## config.mk

```make
export PLATFORM = sky130hd
export DESIGN_NAME = bols_steer
export DESIGN_NICKNAME = d
export VERILOG_FILES = /design/src/design/bols_pkg.sv /design/src/design/bols_steer.sv
export SDC_FILE = /design/constraint.sdc
export NUM_CORES = 1
export LEC_CHECK = 0
export ABC_AREA = 1
export BUFFER_PORTS_ARGS = -buffer_cell sky130_fd_sc_hd__buf_2
export CORE_UTILIZATION = 30
export CTS_BUF_LIST = sky130_fd_sc_hd__clkbuf_8
export CTS_CLUSTER_DIAMETER = 60
export DETAILED_ROUTE_END_ITERATION = 16
export HOLD_SLACK_MARGIN = 0.08
export PLACE_DENSITY = 0.58
export SLEW_MARGIN = 15
export SYNTH_ARGS = -nofsm -noshare
export SYNTH_HDL_FRONTEND = slang
export SYNTH_SLANG_ARGS = --single-unit
```

## constraint.sdc

```tcl
create_clock -name clk_sys_i -period 1.5 [get_ports clk_sys_i]
set_input_delay 0.225 -clock clk_sys_i [delete_from_list [all_inputs] [get_ports clk_sys_i]]
set_output_delay 0.225 -clock clk_sys_i [all_outputs]
set_load 0.02 [all_outputs]
```

## src/design/bols_pkg.sv

```systemverilog
// package for the byte-order lane steering datapath
// assumes a 32-bit big-endian-numbered data path to cache and register file
package bols_pkg;
    localparam int unsigned WORD_W = 32;
    localparam int unsigned BYTE_W = 8;
    localparam int unsigned LANES = 4;
    localparam int unsigned STR_MAX = 128;
    localparam int unsigned STR_LEN_W = 8;
    localparam logic [31:0] WORD_ZERO = 32'h0000_0000;
    localparam logic [6:0] LEN_ZERO = 7'h00;
    localparam logic [STR_LEN_W-1:0] LEN_ONE = 8'h01;
    localparam logic [STR_LEN_W-1:0] LEN_HALF = 8'h02;
    localparam logic [STR_LEN_W-1:0] LEN_WORD = 8'h04;
    localparam logic ENDIAN_BIG = 1'b0;
    localparam logic ENDIAN_LITTLE = 1'b1;

    typedef enum logic [2:0] {
        BOLS_SZ_BYTE,
        BOLS_SZ_HALF,
        BOLS_SZ_WORD,
        BOLS_SZ_STRING,
        BOLS_SZ_MULTI,
        BOLS_SZ_FETCH
    } bols_size_t;

    // one access as the load/store or fetch path presents it
    typedef struct packed {
        logic valid;
        logic store;
        bols_size_t size;
        logic endian;
        logic [31:0] addr;
        logic [31:0] data;
    } bols_req_t;

    // steered result towards register file, decoder or cache
    typedef struct packed {
        logic valid;
        logic store;
        bols_size_t size;
        logic [31:0] addr;
        logic [STR_LEN_W-1:0] len;
        logic [31:0] data;
    } bols_rsp_t;
endpackage

```

## src/design/bols_steer.sv

```systemverilog
// byte-order lane steering between memory side and register/decoder side
// assumes requests are synchronous to clk_sys_i; one result one cycle later
//
// Overview of operation
// - bit 0 is the msb; lsb is bit 7, 15 or 31 by size
// - a set bit b weighs two to the power lsb minus b
// - memory bytes take consecutive addresses from zero
// - every access is big-endian unless marked little-endian
// - bits inside bytes never move; only whole bytes reorder
// - sizes are byte, halfword, word and strings of 1 to 128 bytes
// - load/store multiple moves a sequence of four-byte words
// - operand address is the lowest-numbered byte address
// - big-endian puts the most significant byte at the lowest address
// - little-endian puts the least significant byte at the lowest address
// - little-endian reorders bytes and never alters the address
// - placement and alignment are the same under both byte orders
// - byte order is chosen per access from a region attribute
// - attribute zero means big-endian, one means little-endian
// - little-endian: bytes kept, halfwords and words byte-reversed
// - little-endian fetch words are reversed before cache and decode
// - little-endian raises no extra alignment fault
`timescale 1ns/1ps
module bols_steer #(
    parameter int unsigned STRING_MAX = bols_pkg::STR_MAX
) (
    // clock and reset
    input wire logic clk_sys_i,
    input wire logic reset_i,
    // access in
    input wire bols_pkg::bols_req_t req_i,
    input wire logic [6:0] str_len_m1_i,
    // steered access out
    output bols_pkg::bols_rsp_t rsp_o,
    output logic misalign_o
);
    bols_pkg::bols_rsp_t rsp_ff, nxt_rsp;
    logic misalign_ff, nxt_misalign;
    logic [31:0] swapped;
    logic little;

    // bits stay in byte order; lane j of the swap is lane 3-j
    genvar g;
    generate
        for (g = 0; g < bols_pkg::LANES; g++) begin : g_lane
            assign swapped[g*bols_pkg::BYTE_W +: bols_pkg::BYTE_W] =
                req_i.data[(bols_pkg::LANES-1-g)*bols_pkg::BYTE_W +: bols_pkg::BYTE_W];
        end
    endgenerate

    always_comb begin
        little = (req_i.endian == bols_pkg::ENDIAN_LITTLE);
        nxt_rsp = rsp_ff;
        nxt_rsp.valid = req_i.valid;
        nxt_rsp.store = req_i.store;
        nxt_rsp.size = req_i.size;
        nxt_rsp.addr = req_i.addr;
        nxt_rsp.len = bols_pkg::LEN_WORD;
        nxt_rsp.data = req_i.data;
        // halfword and byte sit in low bits (lsb 15 or 7); of these two only a little-endian halfword is byte-swapped
        case (req_i.size)
            bols_pkg::BOLS_SZ_BYTE: begin
                nxt_rsp.len = bols_pkg::LEN_ONE;
                nxt_rsp.data = {24'h00_0000, req_i.data[7:0]};
            end
            bols_pkg::BOLS_SZ_HALF: begin
                nxt_rsp.len = bols_pkg::LEN_HALF;
                if (little) begin
                    nxt_rsp.data = {16'h0000, req_i.data[7:0],
                        req_i.data[15:8]};
                end else begin
                    nxt_rsp.data = {16'h0000, req_i.data[15:0]};
                end
            end
            bols_pkg::BOLS_SZ_WORD, bols_pkg::BOLS_SZ_MULTI: begin
                nxt_rsp.data = little ? swapped : req_i.data;
            end
            bols_pkg::BOLS_SZ_FETCH: begin
                nxt_rsp.data = little ? swapped : req_i.data;
            end
            bols_pkg::BOLS_SZ_STRING: begin
                // strings are byte sequences: no reordering in either order
                nxt_rsp.len = {1'b0, str_len_m1_i} + bols_pkg::LEN_ONE;
                nxt_rsp.data = req_i.data;
            end
            default: begin
                nxt_rsp.valid = 1'b0;
            end
        endcase
        // alignment check ignores endian attribute
        nxt_misalign = 1'b0;
        if (req_i.valid) begin
            case (req_i.size)
                bols_pkg::BOLS_SZ_HALF: nxt_misalign = req_i.addr[0];
                bols_pkg::BOLS_SZ_WORD, bols_pkg::BOLS_SZ_MULTI, bols_pkg::BOLS_SZ_FETCH: begin
                    nxt_misalign = |req_i.addr[1:0];
                end
                default: nxt_misalign = 1'b0;
            endcase
        end
    end

    always_ff @(posedge clk_sys_i) begin
        if (reset_i) begin
            rsp_ff <= '0;
            misalign_ff <= 1'b0;
        end else begin
            rsp_ff <= nxt_rsp;
            misalign_ff <= nxt_misalign;
        end
    end

    assign rsp_o = rsp_ff;
    assign misalign_o = misalign_ff;
endmodule

```

==> flow_metrics.tcl, run 1 <==
set metrics [dict create \
    clock_tree.htree_level_count 3 \
    hold_wc_startpoint "req_i[33]" \
    chipWidth_um 105 \
    cp_cell_sequence "buf_2" \
    worst_path_dominant_cell_family "flip-flops" \
    dieArea_sq_um 11100 \
    status "complete, no violations" \
    finalCriticalPeriod_ns 1.07 \
    seq_area_frac_synth_pct 48.8 \
    cpMaxStageDelayCell "dfxtp_1" \
    cts_hold_buffers 31 \
    holdPathEnd "rsp_o[41]" \
    synth.mux.area_fraction_pct 0 \
    synth_cell_types 28 \
    placement.setup.worst_slack_ns 0.0812 \
    cts.root.buffer_cell "clkbuf_8" \
    synth-compound-area-share_pct 17.8 \
    worst-setup-path-type "register to primary output" \
    detailedRoute.firstIterationViolations 132 \
    postSynthNetCount 501 \
    adder_cell_share_of_the_synthesized_area_pct 0.391 \
    std_cell_rows 37 \
    coreArea_sq_um 10300 \
    timing_worst_slew_pin_value_ns 0.466 \
    insertedDiodeCount 0 \
    crit_path_max_incr_delay_ns 0.31 \
    mostFrequentLayoutCell "buf_2" \
    detailroute.via_count 3323 \
    top_level_ports 157 \
    grt_pass1_wl_um 14900 \
    viasPerCell 4.45 \
    syn_inst 421 \
    number_of_synthesized_register_bits 78 \
    p_seq_share_pct 48.9 \
    dpl_cell_area_sq_um 4140 \
    main_combinational_cell_family_by_area_after_synthesis "simple AND/OR/NAND/NOR gates" \
    clock_buffer_count_from_cts 9 \
    mostFrequentLayoutCells "156 x buf_2, 95 x nor2_1, 78 x dfxtp_1" \
    internal_power_uw 3160 \
    max-slew-margin-rel_pct 68.9 \
    switching_share_pct 30.7 \
    drive_above_1_share_pct 34.2 \
    hold_slack_ns 0.0962 \
    setup_viol_count_final 0 \
    critical_path_peak_fanout 1 \
    flow.area_growth_from_synthesis_pct 44.1 \
    drt-pass1-iter-count 4 \
    initial_utilization_pct 31.0 \
    place_hpwl_um 6620 \
    layout.nets 687 \
    finalWirelength_um 9500 \
    switchingPower_uw 1400 \
    total_leakage_power_uw 0.00243 \
    async_reset_ff_share_pct 0 \
    vdd.ir_drop.worst_mv 0.364 \
    tritoncts "built" \
    worstHoldPathCells 3 \
    grt-ovfl-total 0 \
    place_inst 701 \
    post_cts.repair.setup_buffers 0 \
    critical_path.startpoint_type "register" \
    antenna_found_initial 0 \
    grt_pass1_vias 3217 \
    antenna_violating_nets_left 0 \
    rsz0062_at_grt "false" \
    crit_buf_inv 1 \
    post-route-drc-count 0 \
    mappedNetlistArea_sq_um 3200 \
    port_buffers 156 \
    cp.required_ns 1.27 \
    hold_class "input port to register" \
    synth_top_flop_cell "dfxtp_1" \
    avgSynthCellArea_sq_um 7.61 \
    cts_resized 0 \
    dieHeight_um 105 \
    hold_viol 0 \
    period_share_pct 71.2 \
    cts.sinks 78 \
    cts.clk_slew.worst_paths_ns 0.08 \
    critical_path_arrival_ns 0.84 \
    comb_power_share_pct 21.0 \
    max-cap-violations 0 \
    synth-edff-count 0 \
    totalNegativeSetupSlack_ns 0 \
    yosys_warnings 0 \
    final_max_slew_viol_count 0 \
    power_density_nw_per_um2 988 \
    total_global_route_track_usage_pct 17.2 \
    fin_ws_ns 0.432 \
    stdcell_count 747 \
    routed_wire_length_per_instance_um 12.7 \
    cts_buffer_depth 2 \
    fmax_mhz 936 \
    grt_start_max_net_pins 41 \
    synth_simple_gate_area_share_pct 22.2 \
    post_synth_xor_area_fraction_pct 0.274 \
    p_clk_share_pct 30.1 \
    finalWeightedCongestion 0.803 \
    post-route-cell-area_sq_um 4610 \
    timing.critical_path.to_type "primary output" \
]
[area by class of cell]
class                           instances  area [sq um]
Fill cell                            1043          5710
Sequential cell                        78          1560
Clock inverter                          6          40.0
Clock buffer                            9           124
Inverter                               59           226
Multi-Input combinational cell        264          1300
Tap cell                              136           170
Timing Repair Buffer                  195          1190
[kinds of logic (layout without fill, tap and decap cells)]
| family | after synthesis | after routing |
|---|---|---|
| AND/OR/NAND/NOR | 170 | 170 |
| AO/OA/AOI/OAI | 92 | 92 |
| XOR/XNOR | 1 | 1 |
| adder cells (fa/ha/maj) | 1 | 1 |
| buffers and inverters | 79 | 269 |
| flip-flops | 78 | 78 |
[worst max path at each step]
stage | slack (ns) | cells after the start | endpoint | start
after floorplan | 0.35 | 6 | rsp_o[22] | req_i[65]
after global placement | 0.14 | 7 | rsp_o[19] | req_i[67]
after detailed placement | 0.08 | 7 | rsp_o[17] | req_i[67]
after CTS | 0.39 | 1 | rsp_o[7] | rsp_o[7]
after global routing | 0.33 | 7 | rsp_o[31] | req_i[66]
final | 0.43 | 1 | rsp_o[74] | rsp_o[74]
[routing by layer]
| metal | vias to the layer above | track usage, % | part of all wire [%] | routed length (um) |
|---|---|---|---|---|
| li1 | 1690 | - | - | - |
| met1 | 1493 | 19.0 | 42 | 3970 |
| met2 | 124 | 31.0 | 50 | 4780 |
| met3 | 16 | 3.65 | 5.7 | 545 |
| met4 | 0 | 8.85 | 2.1 | 202 |
| met5 | - | 0 | 0 | 0 |
[stage by stage]
| stage | util (%) | total power [uW] |
|---|---|---|
| after floorplan | - | 2820 |
| after global placement | 40.1 | 3160 |
| after detailed placement | 40.1 | 3170 |
| after CTS | 44.7 | 4620 |
| after global routing | 44.7 | 4800 |
| final | 44.7 | 4560 |
[synth_stat cells, types with 2 or more instances]
| library cell | n | area [sq um] |
|---|---|---|
| dfxtp_1 | 78 | 1560 |
| o21ai_2 | 11 | 96.3 |
| nand2_4 | 2 | 22.5 |
| clkbuf_1 | 4 | 15.0 |
| inv_1 | 55 | 206 |
| a21oi_1 | 28 | 140 |
| nand2_1 | 41 | 154 |
| inv_4 | 2 | 12.5 |
| a21oi_2 | 10 | 87.6 |
| o21ai_0 | 33 | 165 |
| nand3_1 | 27 | 135 |
| nor3_1 | 2 | 10.0 |
| o21a_1 | 8 | 60.1 |
| nor2_1 | 95 | 357 |
| buf_2 | 8 | 40.0 |
| buf_1 | 5 | 18.8 |
[state kept, by name, indices dropped and copies added (netlist names)]
register,flops
rsp_o,77
misalign_o,1
[power by group through the flow]
| stage | clock, uW | combinational (uW) | sequential, uW |
|---|---|---|---|
| 2_1_floorplan | 0 | 376 | 2440 |
| 3_3_place_gp | 0 | 884 | 2280 |
| 3_5_place_dp | 0 | 894 | 2280 |
| 4_1_cts | 1430 | 959 | 2230 |
| 5_1_grt | 1510 | 1050 | 2240 |
| 6_report | 1370 | 957 | 2230 |
No activity file was read; power rests on OpenSTA's default activity.
==> run 2: changes to the inputs <==
==> constraint.sdc (replaced) <==
create_clock -name clk_sys_i -period 1.1 [get_ports clk_sys_i]
set_input_delay 0.165 -clock clk_sys_i [delete_from_list [all_inputs] [get_ports clk_sys_i]]
set_output_delay 0.165 -clock clk_sys_i [all_outputs]
set_load 0.02 [all_outputs]
==> run 2 against run 1 <==
Against the previous run: power up 48%; cell area up 6.7%; non-clock buffer count up 25; core utilization up 3.0 points; via count up 3.1%.
==> flow_metrics.tcl, run 2 (synthesis gave the netlist of run 1 again) <==
set metrics [dict create \
    place_inst 714 \
    timing.critical_path.to_type "primary output" \
    p_total_uw 6760 \
    cts.sinks 78 \
    hold_class "input port to register" \
    mostFrequentLayoutCell "buf_2" \
    post-route-cell-area_sq_um 4920 \
    rsz0062_at_grt "false" \
    totalNegativeSetupSlack_ns 0 \
    critical_path_peak_fanout 1 \
    std_cell_rows 37 \
    post-route-drc-count 0 \
    worst_path_dominant_cell_family "flip-flops" \
    cts.clk_slew.worst_paths_ns 0.08 \
    antenna_found_initial 0 \
    hold_viol 0 \
    cts.root.buffer_cell "clkbuf_8" \
    area_of_the_multi_input_gates_sq_um 1310 \
    tritoncts "built" \
    drive_above_1_share_pct 35.2 \
    stdcell_count 772 \
    grt_pass1_vias 3447 \
    grt_start_max_net_pins 38 \
    viasPerCell 4.44 \
    flow.area_growth_from_synthesis_pct 53.8 \
    final_max_slew_viol_count 0 \
    status "complete, no violations" \
    chipWidth_um 105 \
    insertedDiodeCount 0 \
    finalWirelength_um 9690 \
    fmax_mhz 974 \
    sequential_cell_area_sq_um 1560 \
    coreArea_sq_um 10300 \
    finalWeightedCongestion 0.849 \
    cpMaxStageDelayCell "dfxtp_1" \
    total_leakage_power_uw 0.00258 \
    dieHeight_um 105 \
    num-fill-cells 999 \
    grt-ovfl-total 0 \
    cp.required_ns 0.94 \
    initial_utilization_pct 31.0 \
    layout.nets 712 \
    crit_path_max_incr_delay_ns 0.34 \
    detailedRoute.firstIterationViolations 142 \
    cp_cell_sequence "buf_2" \
    dieArea_sq_um 11100 \
    layout.core_utilization_pct 47.7 \
    antenna_violating_nets_left 0 \
    clock_tree.htree_level_count 3 \
    detailroute.via_count 3427 \
    crit_buf_inv 1 \
    mostFrequentLayoutCells "156 x buf_2, 94 x nor2_1, 78 x dfxtp_1" \
    top_level_ports 157 \
    max-slew-margin-rel_pct 63.4 \
    cts_buffer_depth 2 \
    critical_path_arrival_ns 0.86 \
    vdd.ir_drop.worst_mv 0.662 \
    period_share_pct 93.3 \
    port_buffers 156 \
    critical_path.startpoint_type "register" \
    worst-setup-path-type "register to primary output" \
    place_hpwl_um 6770 \
    post_cts.repair.setup_buffers 0 \
    max-cap-violations 0 \
    setup_viol_count_final 0 \
    clock_buffer_count_from_cts 9 \
    grt_pass1_wl_um 15600 \
    largest_register_ff_count 77 \
    total_global_route_track_usage_pct 17.7 \
    timing_worst_slew_pin_value_ns 0.548 \
    finalCriticalPeriod_ns 1.03 \
    routed_wire_length_per_instance_um 12.5 \
    dpl_cell_area_sq_um 4280 \
    power_density_nw_per_um2 1370 \
    drt-pass1-iter-count 4 \
]
==> run 2: cell count changes in the layout (fill, tap and decap cells not counted), moves of 2 or more <==
cell           before  now
bufinv_16           0    2
buf_4               5   15
dlygate4sd3_1      31   43
buf_12              3    6
==> run 2: final cells by class <==
| cell class | instances | area share (%) |
|---|---|---|
| Clock inverter | 6 | 1.78 |
| Clock buffer | 9 | 2.52 |
| Tap cell | 136 | 3.46 |
| Timing Repair Buffer | 220 | 29.3 |
| Inverter | 59 | 4.60 |
| Sequential cell | 78 | 31.7 |
| Multi-Input combinational cell | 264 | 26.6 |
==> run 2: per-stage QoR <==
stage | setup WS [ns] | hold WS, ns
2_1_floorplan | 0.0105 | 0.249
3_3_place_gp | -0.120 | 0.364
3_5_place_dp | -0.166 | 0.370
4_1_cts | 0.0633 | 0.0816
5_1_grt | 0.0108 | 0.0836
6_report | 0.0737 | 0.0991
==> run 2: path summary, 6_finish.rpt <==
kind | from | to | slack, ns | cells after the start
worst max-delay path | rsp_o[2] | rsp_o[2] | 0.07 | 1
worst min-delay path | req_i[23] | rsp_o[23] | 0.1 | 3
==> run 2: power by group <==
group | switching (uW) | leakage (uW) | total [uW] | internal (uW)
registers | 42.7 | 0.000647 | 3040 | 2990
logic | 813 | 0.00183 | 1400 | 586
clock network | 1050 | 0.000109 | 2320 | 1270
==> run 2: metal layers <==
layer / part of all wire (%) / vias to the layer above / global-route usage [%]
li1: - / 1744 / -
met5: 0 / - / 0
met4: 2.1 / 0 / 8.25
met2: 50 / 111 / 32.3
met1: 42 / 1555 / 19.4
met3: 5.8 / 17 / 3.90
==> run 2: timing repair <==
item,in CTS,in global routing
endpoints found under the setup margin,0,1
hold endpoints to repair,44,0
resized for setup,0,2
hold buffers,43,0
==> run 3: changes to the inputs <==
--- a/config.mk
+++ b/config.mk
@@ -5,14 +5,14 @@
 export SDC_FILE = /design/constraint.sdc
 export NUM_CORES = 1
 export LEC_CHECK = 0
-export ABC_AREA = 1
+export ABC_CLOCK_PERIOD_IN_PS = 1000
 export BUFFER_PORTS_ARGS = -buffer_cell sky130_fd_sc_hd__buf_2
 export CORE_UTILIZATION = 30
 export CTS_BUF_LIST = sky130_fd_sc_hd__clkbuf_8
 export CTS_CLUSTER_DIAMETER = 60
 export DETAILED_ROUTE_END_ITERATION = 16
 export HOLD_SLACK_MARGIN = 0.08
-export PLACE_DENSITY = 0.58
+export PLACE_DENSITY = 0.59
 export SLEW_MARGIN = 15
 export SYNTH_ARGS = -nofsm -noshare
 export SYNTH_HDL_FRONTEND = slang
==> constraint.sdc (replaced) <==
create_clock -name clk_sys_i -period 1 [get_ports clk_sys_i]
set_input_delay 0.15 -clock clk_sys_i [delete_from_list [all_inputs] [get_ports clk_sys_i]]
set_output_delay 0.15 -clock clk_sys_i [all_outputs]
set_load 0.02 [all_outputs]
==> run 3 against run 2 <==
Against the previous run: the run now ends with setup timing left; via count fell by 5.9%; power grew 9.8%; count of clock-buffer cells in the layout is 3 higher; core utilization is 6.0 points higher; combinational power is 15% higher; hold slack better by 0.012 ns; global-route usage grew 1.4 points; worst setup slack lost 0.078 ns; area after synthesis shrank 6.3%; critical endpoint is now rsp_o[14].
==> flow_metrics.tcl, run 3 <==
set metrics [dict create \
    critical_path_arrival_ns 1.24 \
    total_leakage_power_uw 0.00235 \
    timing.critical_path.to_type "register" \
    totalNegativeSetupSlack_ns -0.00673 \
    vdd.ir_drop.worst_mv 0.560 \
    clock_tree.htree_level_count 3 \
    crit_path_max_incr_delay_ns 0.53 \
    postSynthNetCount 388 \
    mostFrequentLayoutCell "buf_2" \
    number_of_synthesized_register_bits 78 \
    avgSynthCellArea_sq_um 9.75 \
    hold_class "input port to register" \
    placement.setup.worst_slack_ns -0.447 \
    mappedNetlistArea_sq_um 3000 \
    place_inst 606 \
    power_density_nw_per_um2 1420 \
    critical_path_peak_fanout 3 \
    critical_path.startpoint_type "input port" \
    max-slew-margin-rel_pct 72.1 \
    leading_cell_types_by_total_area_after_synthesis "dfxtp_1 52%, nor2b_1 10%, a22o_1 4.7%, nor2_1 4.4%, o21ai_0 2.5%" \
    post-route-cell-area_sq_um 5220 \
    status "complete, but fails checks" \
    timing_worst_slew_pin_value_ns 0.417 \
    place_hpwl_um 6910 \
    cp_cell_sequence "dlygate4sd3_1 > buf_2 > o21ai_2 > a21oi_1 > o221a_2" \
    max-cap-violations 0 \
    grt-ovfl-total 0 \
    tritoncts "built" \
    violations "setup timing" \
    worst_path_dominant_cell_family "buffers and inverters" \
    layout.core_utilization_pct 53.7 \
    setup_viol_count_final 2 \
    antenna_violating_nets_left 0 \
    top_level_ports 157 \
    std_cell_rows 36 \
    routed_wire_length_per_instance_um 15.2 \
    coreArea_sq_um 9730 \
    detailedRoute.firstIterationViolations 149 \
    rsz0062_at_grt "true" \
    seq_area_frac_synth_pct 52.0 \
    initial_utilization_pct 30.9 \
    port_buffers 156 \
    syn_inst 308 \
    viasPerCell 4.72 \
    yosys_warnings 0 \
    finalWeightedCongestion 0.794 \
    fmax_mhz 996 \
    holdPathEnd "rsp_o[18]" \
    synth_top_flop_cell "dfxtp_1" \
    worstHoldPathCells 2 \
    dieHeight_um 102 \
    stdcell_count 683 \
    fin_ws_ns -0.00386 \
    drive_above_1_share_pct 44.0 \
    period_share_pct 100 \
    top_count_cell_post_synth "dfxtp_1" \
    synth-edff-count 0 \
    leading_post_synthesis_cells_by_instance_count "78 x dfxtp_1, 49 x nor2b_1, 35 x nor2_1, 16 x a22o_1, 15 x o21ai_0" \
    synth.top_cell.area_share_pct 52.0 \
    cts.root.buffer_cell "clkbuf_8" \
    grt_pass1_wl_um 15000 \
    detailroute.via_count 3224 \
    flow.area_growth_from_synthesis_pct 74.0 \
    cts.clk_slew.worst_paths_ns 0.08 \
    drt-pass1-iter-count 6 \
    dieArea_sq_um 10400 \
    cts.sinks 78 \
    dpl_cell_area_sq_um 4130 \
    cts_buffer_depth 2 \
    hold_viol 0 \
    grt_pass1_vias 3187 \
    cpMaxStageDelayCell "dlygate4sd3_1" \
    largest_register_ff_count 77 \
    final_max_slew_viol_count 0 \
    cp.required_ns 1.24 \
    grt_start_max_net_pins 30 \
    yosys.area.top_type "dfxtp_1" \
    crit_buf_inv 2 \
    clock_buffer_count_from_cts 9 \
    chipWidth_um 102 \
    antenna_found_initial 0 \
    insertedDiodeCount 0 \
    worst-setup-path-type "input port to register" \
    total_global_route_track_usage_pct 19.1 \
    mostFrequentLayoutCells "95 x buf_2, 79 x buf_4, 71 x dfxtp_1" \
    post-route-drc-count 0 \
    hold_wc_startpoint "req_i[10]" \
    finalCriticalPeriod_ns 1.00 \
    layout.nets 626 \
    finalWirelength_um 10400 \
    async_reset_ff_share_pct 0 \
    synth_cell_types 38 \
]
## run 3: worst max path at each step
stage / cells after the start / from / slack (ns) / endpoint
final: 5 / req_i[22] / -0.004 / rsp_o[14]
after global placement: 5 / req_i[64] / -0.39 / rsp_o[20]
after CTS: 1 / rsp_o[1] / 0.001 / rsp_o[1]
after floorplan: 5 / req_i[67] / -0.21 / rsp_o[0]
after global routing: 5 / req_i[22] / -0.04 / rsp_o[14]
after detailed placement: 5 / req_i[64] / -0.45 / rsp_o[31]
## run 3: area by class of cell
class	instances	area (sq um)
Multi-Input combinational cell	206	1430
Inverter	3	11.3
Timing Repair Buffer	248	1840
Tap cell	133	166
Clock buffer	12	165
Sequential cell	78	1570
Fill cell	899	4510
Clock inverter	3	42.5
## run 3: repair_timing
| item | CTS | global route |
|---|---|---|
| hold buffers | 64 | 0 |
| resized for setup | 14 | 71 |
| setup buffers | 1 | 2 |
| pin swaps | 1 | 5 |
| endpoints found under the setup margin | 27 | 64 |
| endpoints found under the hold margin | 55 | 0 |
## run 3: power breakdown
part	total [uW]	switching [uW]	internal, uW
logic	1610	809	801
registers	3360	60.6	3300
clock network	2460	1120	1340
## run 3: cells by family after synthesis
group                    after synthesis  share of synthesized area, %
AO/OA/AOI/OAI                         81                          20.1
XOR/XNOR                               5                          1.46
adder cells (fa/ha/maj)                1                         0.417
buffers and inverters                 24                          4.33
flip-flops                            78                          52.0
AND/OR/NAND/NOR                      119                          21.6
## run 3: through the flow
step / hold slack [ns] / power (uW)
after floorplan: 0.271 / 4100
after global placement: 0.357 / 4660
after CTS: 0.0858 / 7380
after detailed placement: 0.363 / 4690
final: 0.112 / 7420
after global routing: 0.0944 / 7750
## run 3: metal layers
layer | wire, um | up-vias | part of all wire (%) | global-route usage (%)
li1 | - | 1551 | - | -
met1 | 4130 | 1516 | 40 | 21.7
met2 | 5290 | 141 | 51 | 34.2
met3 | 749 | 16 | 7.2 | 4.04
met4 | 194 | 0 | 1.9 | 8.57
met5 | 0 | - | 0 | 0
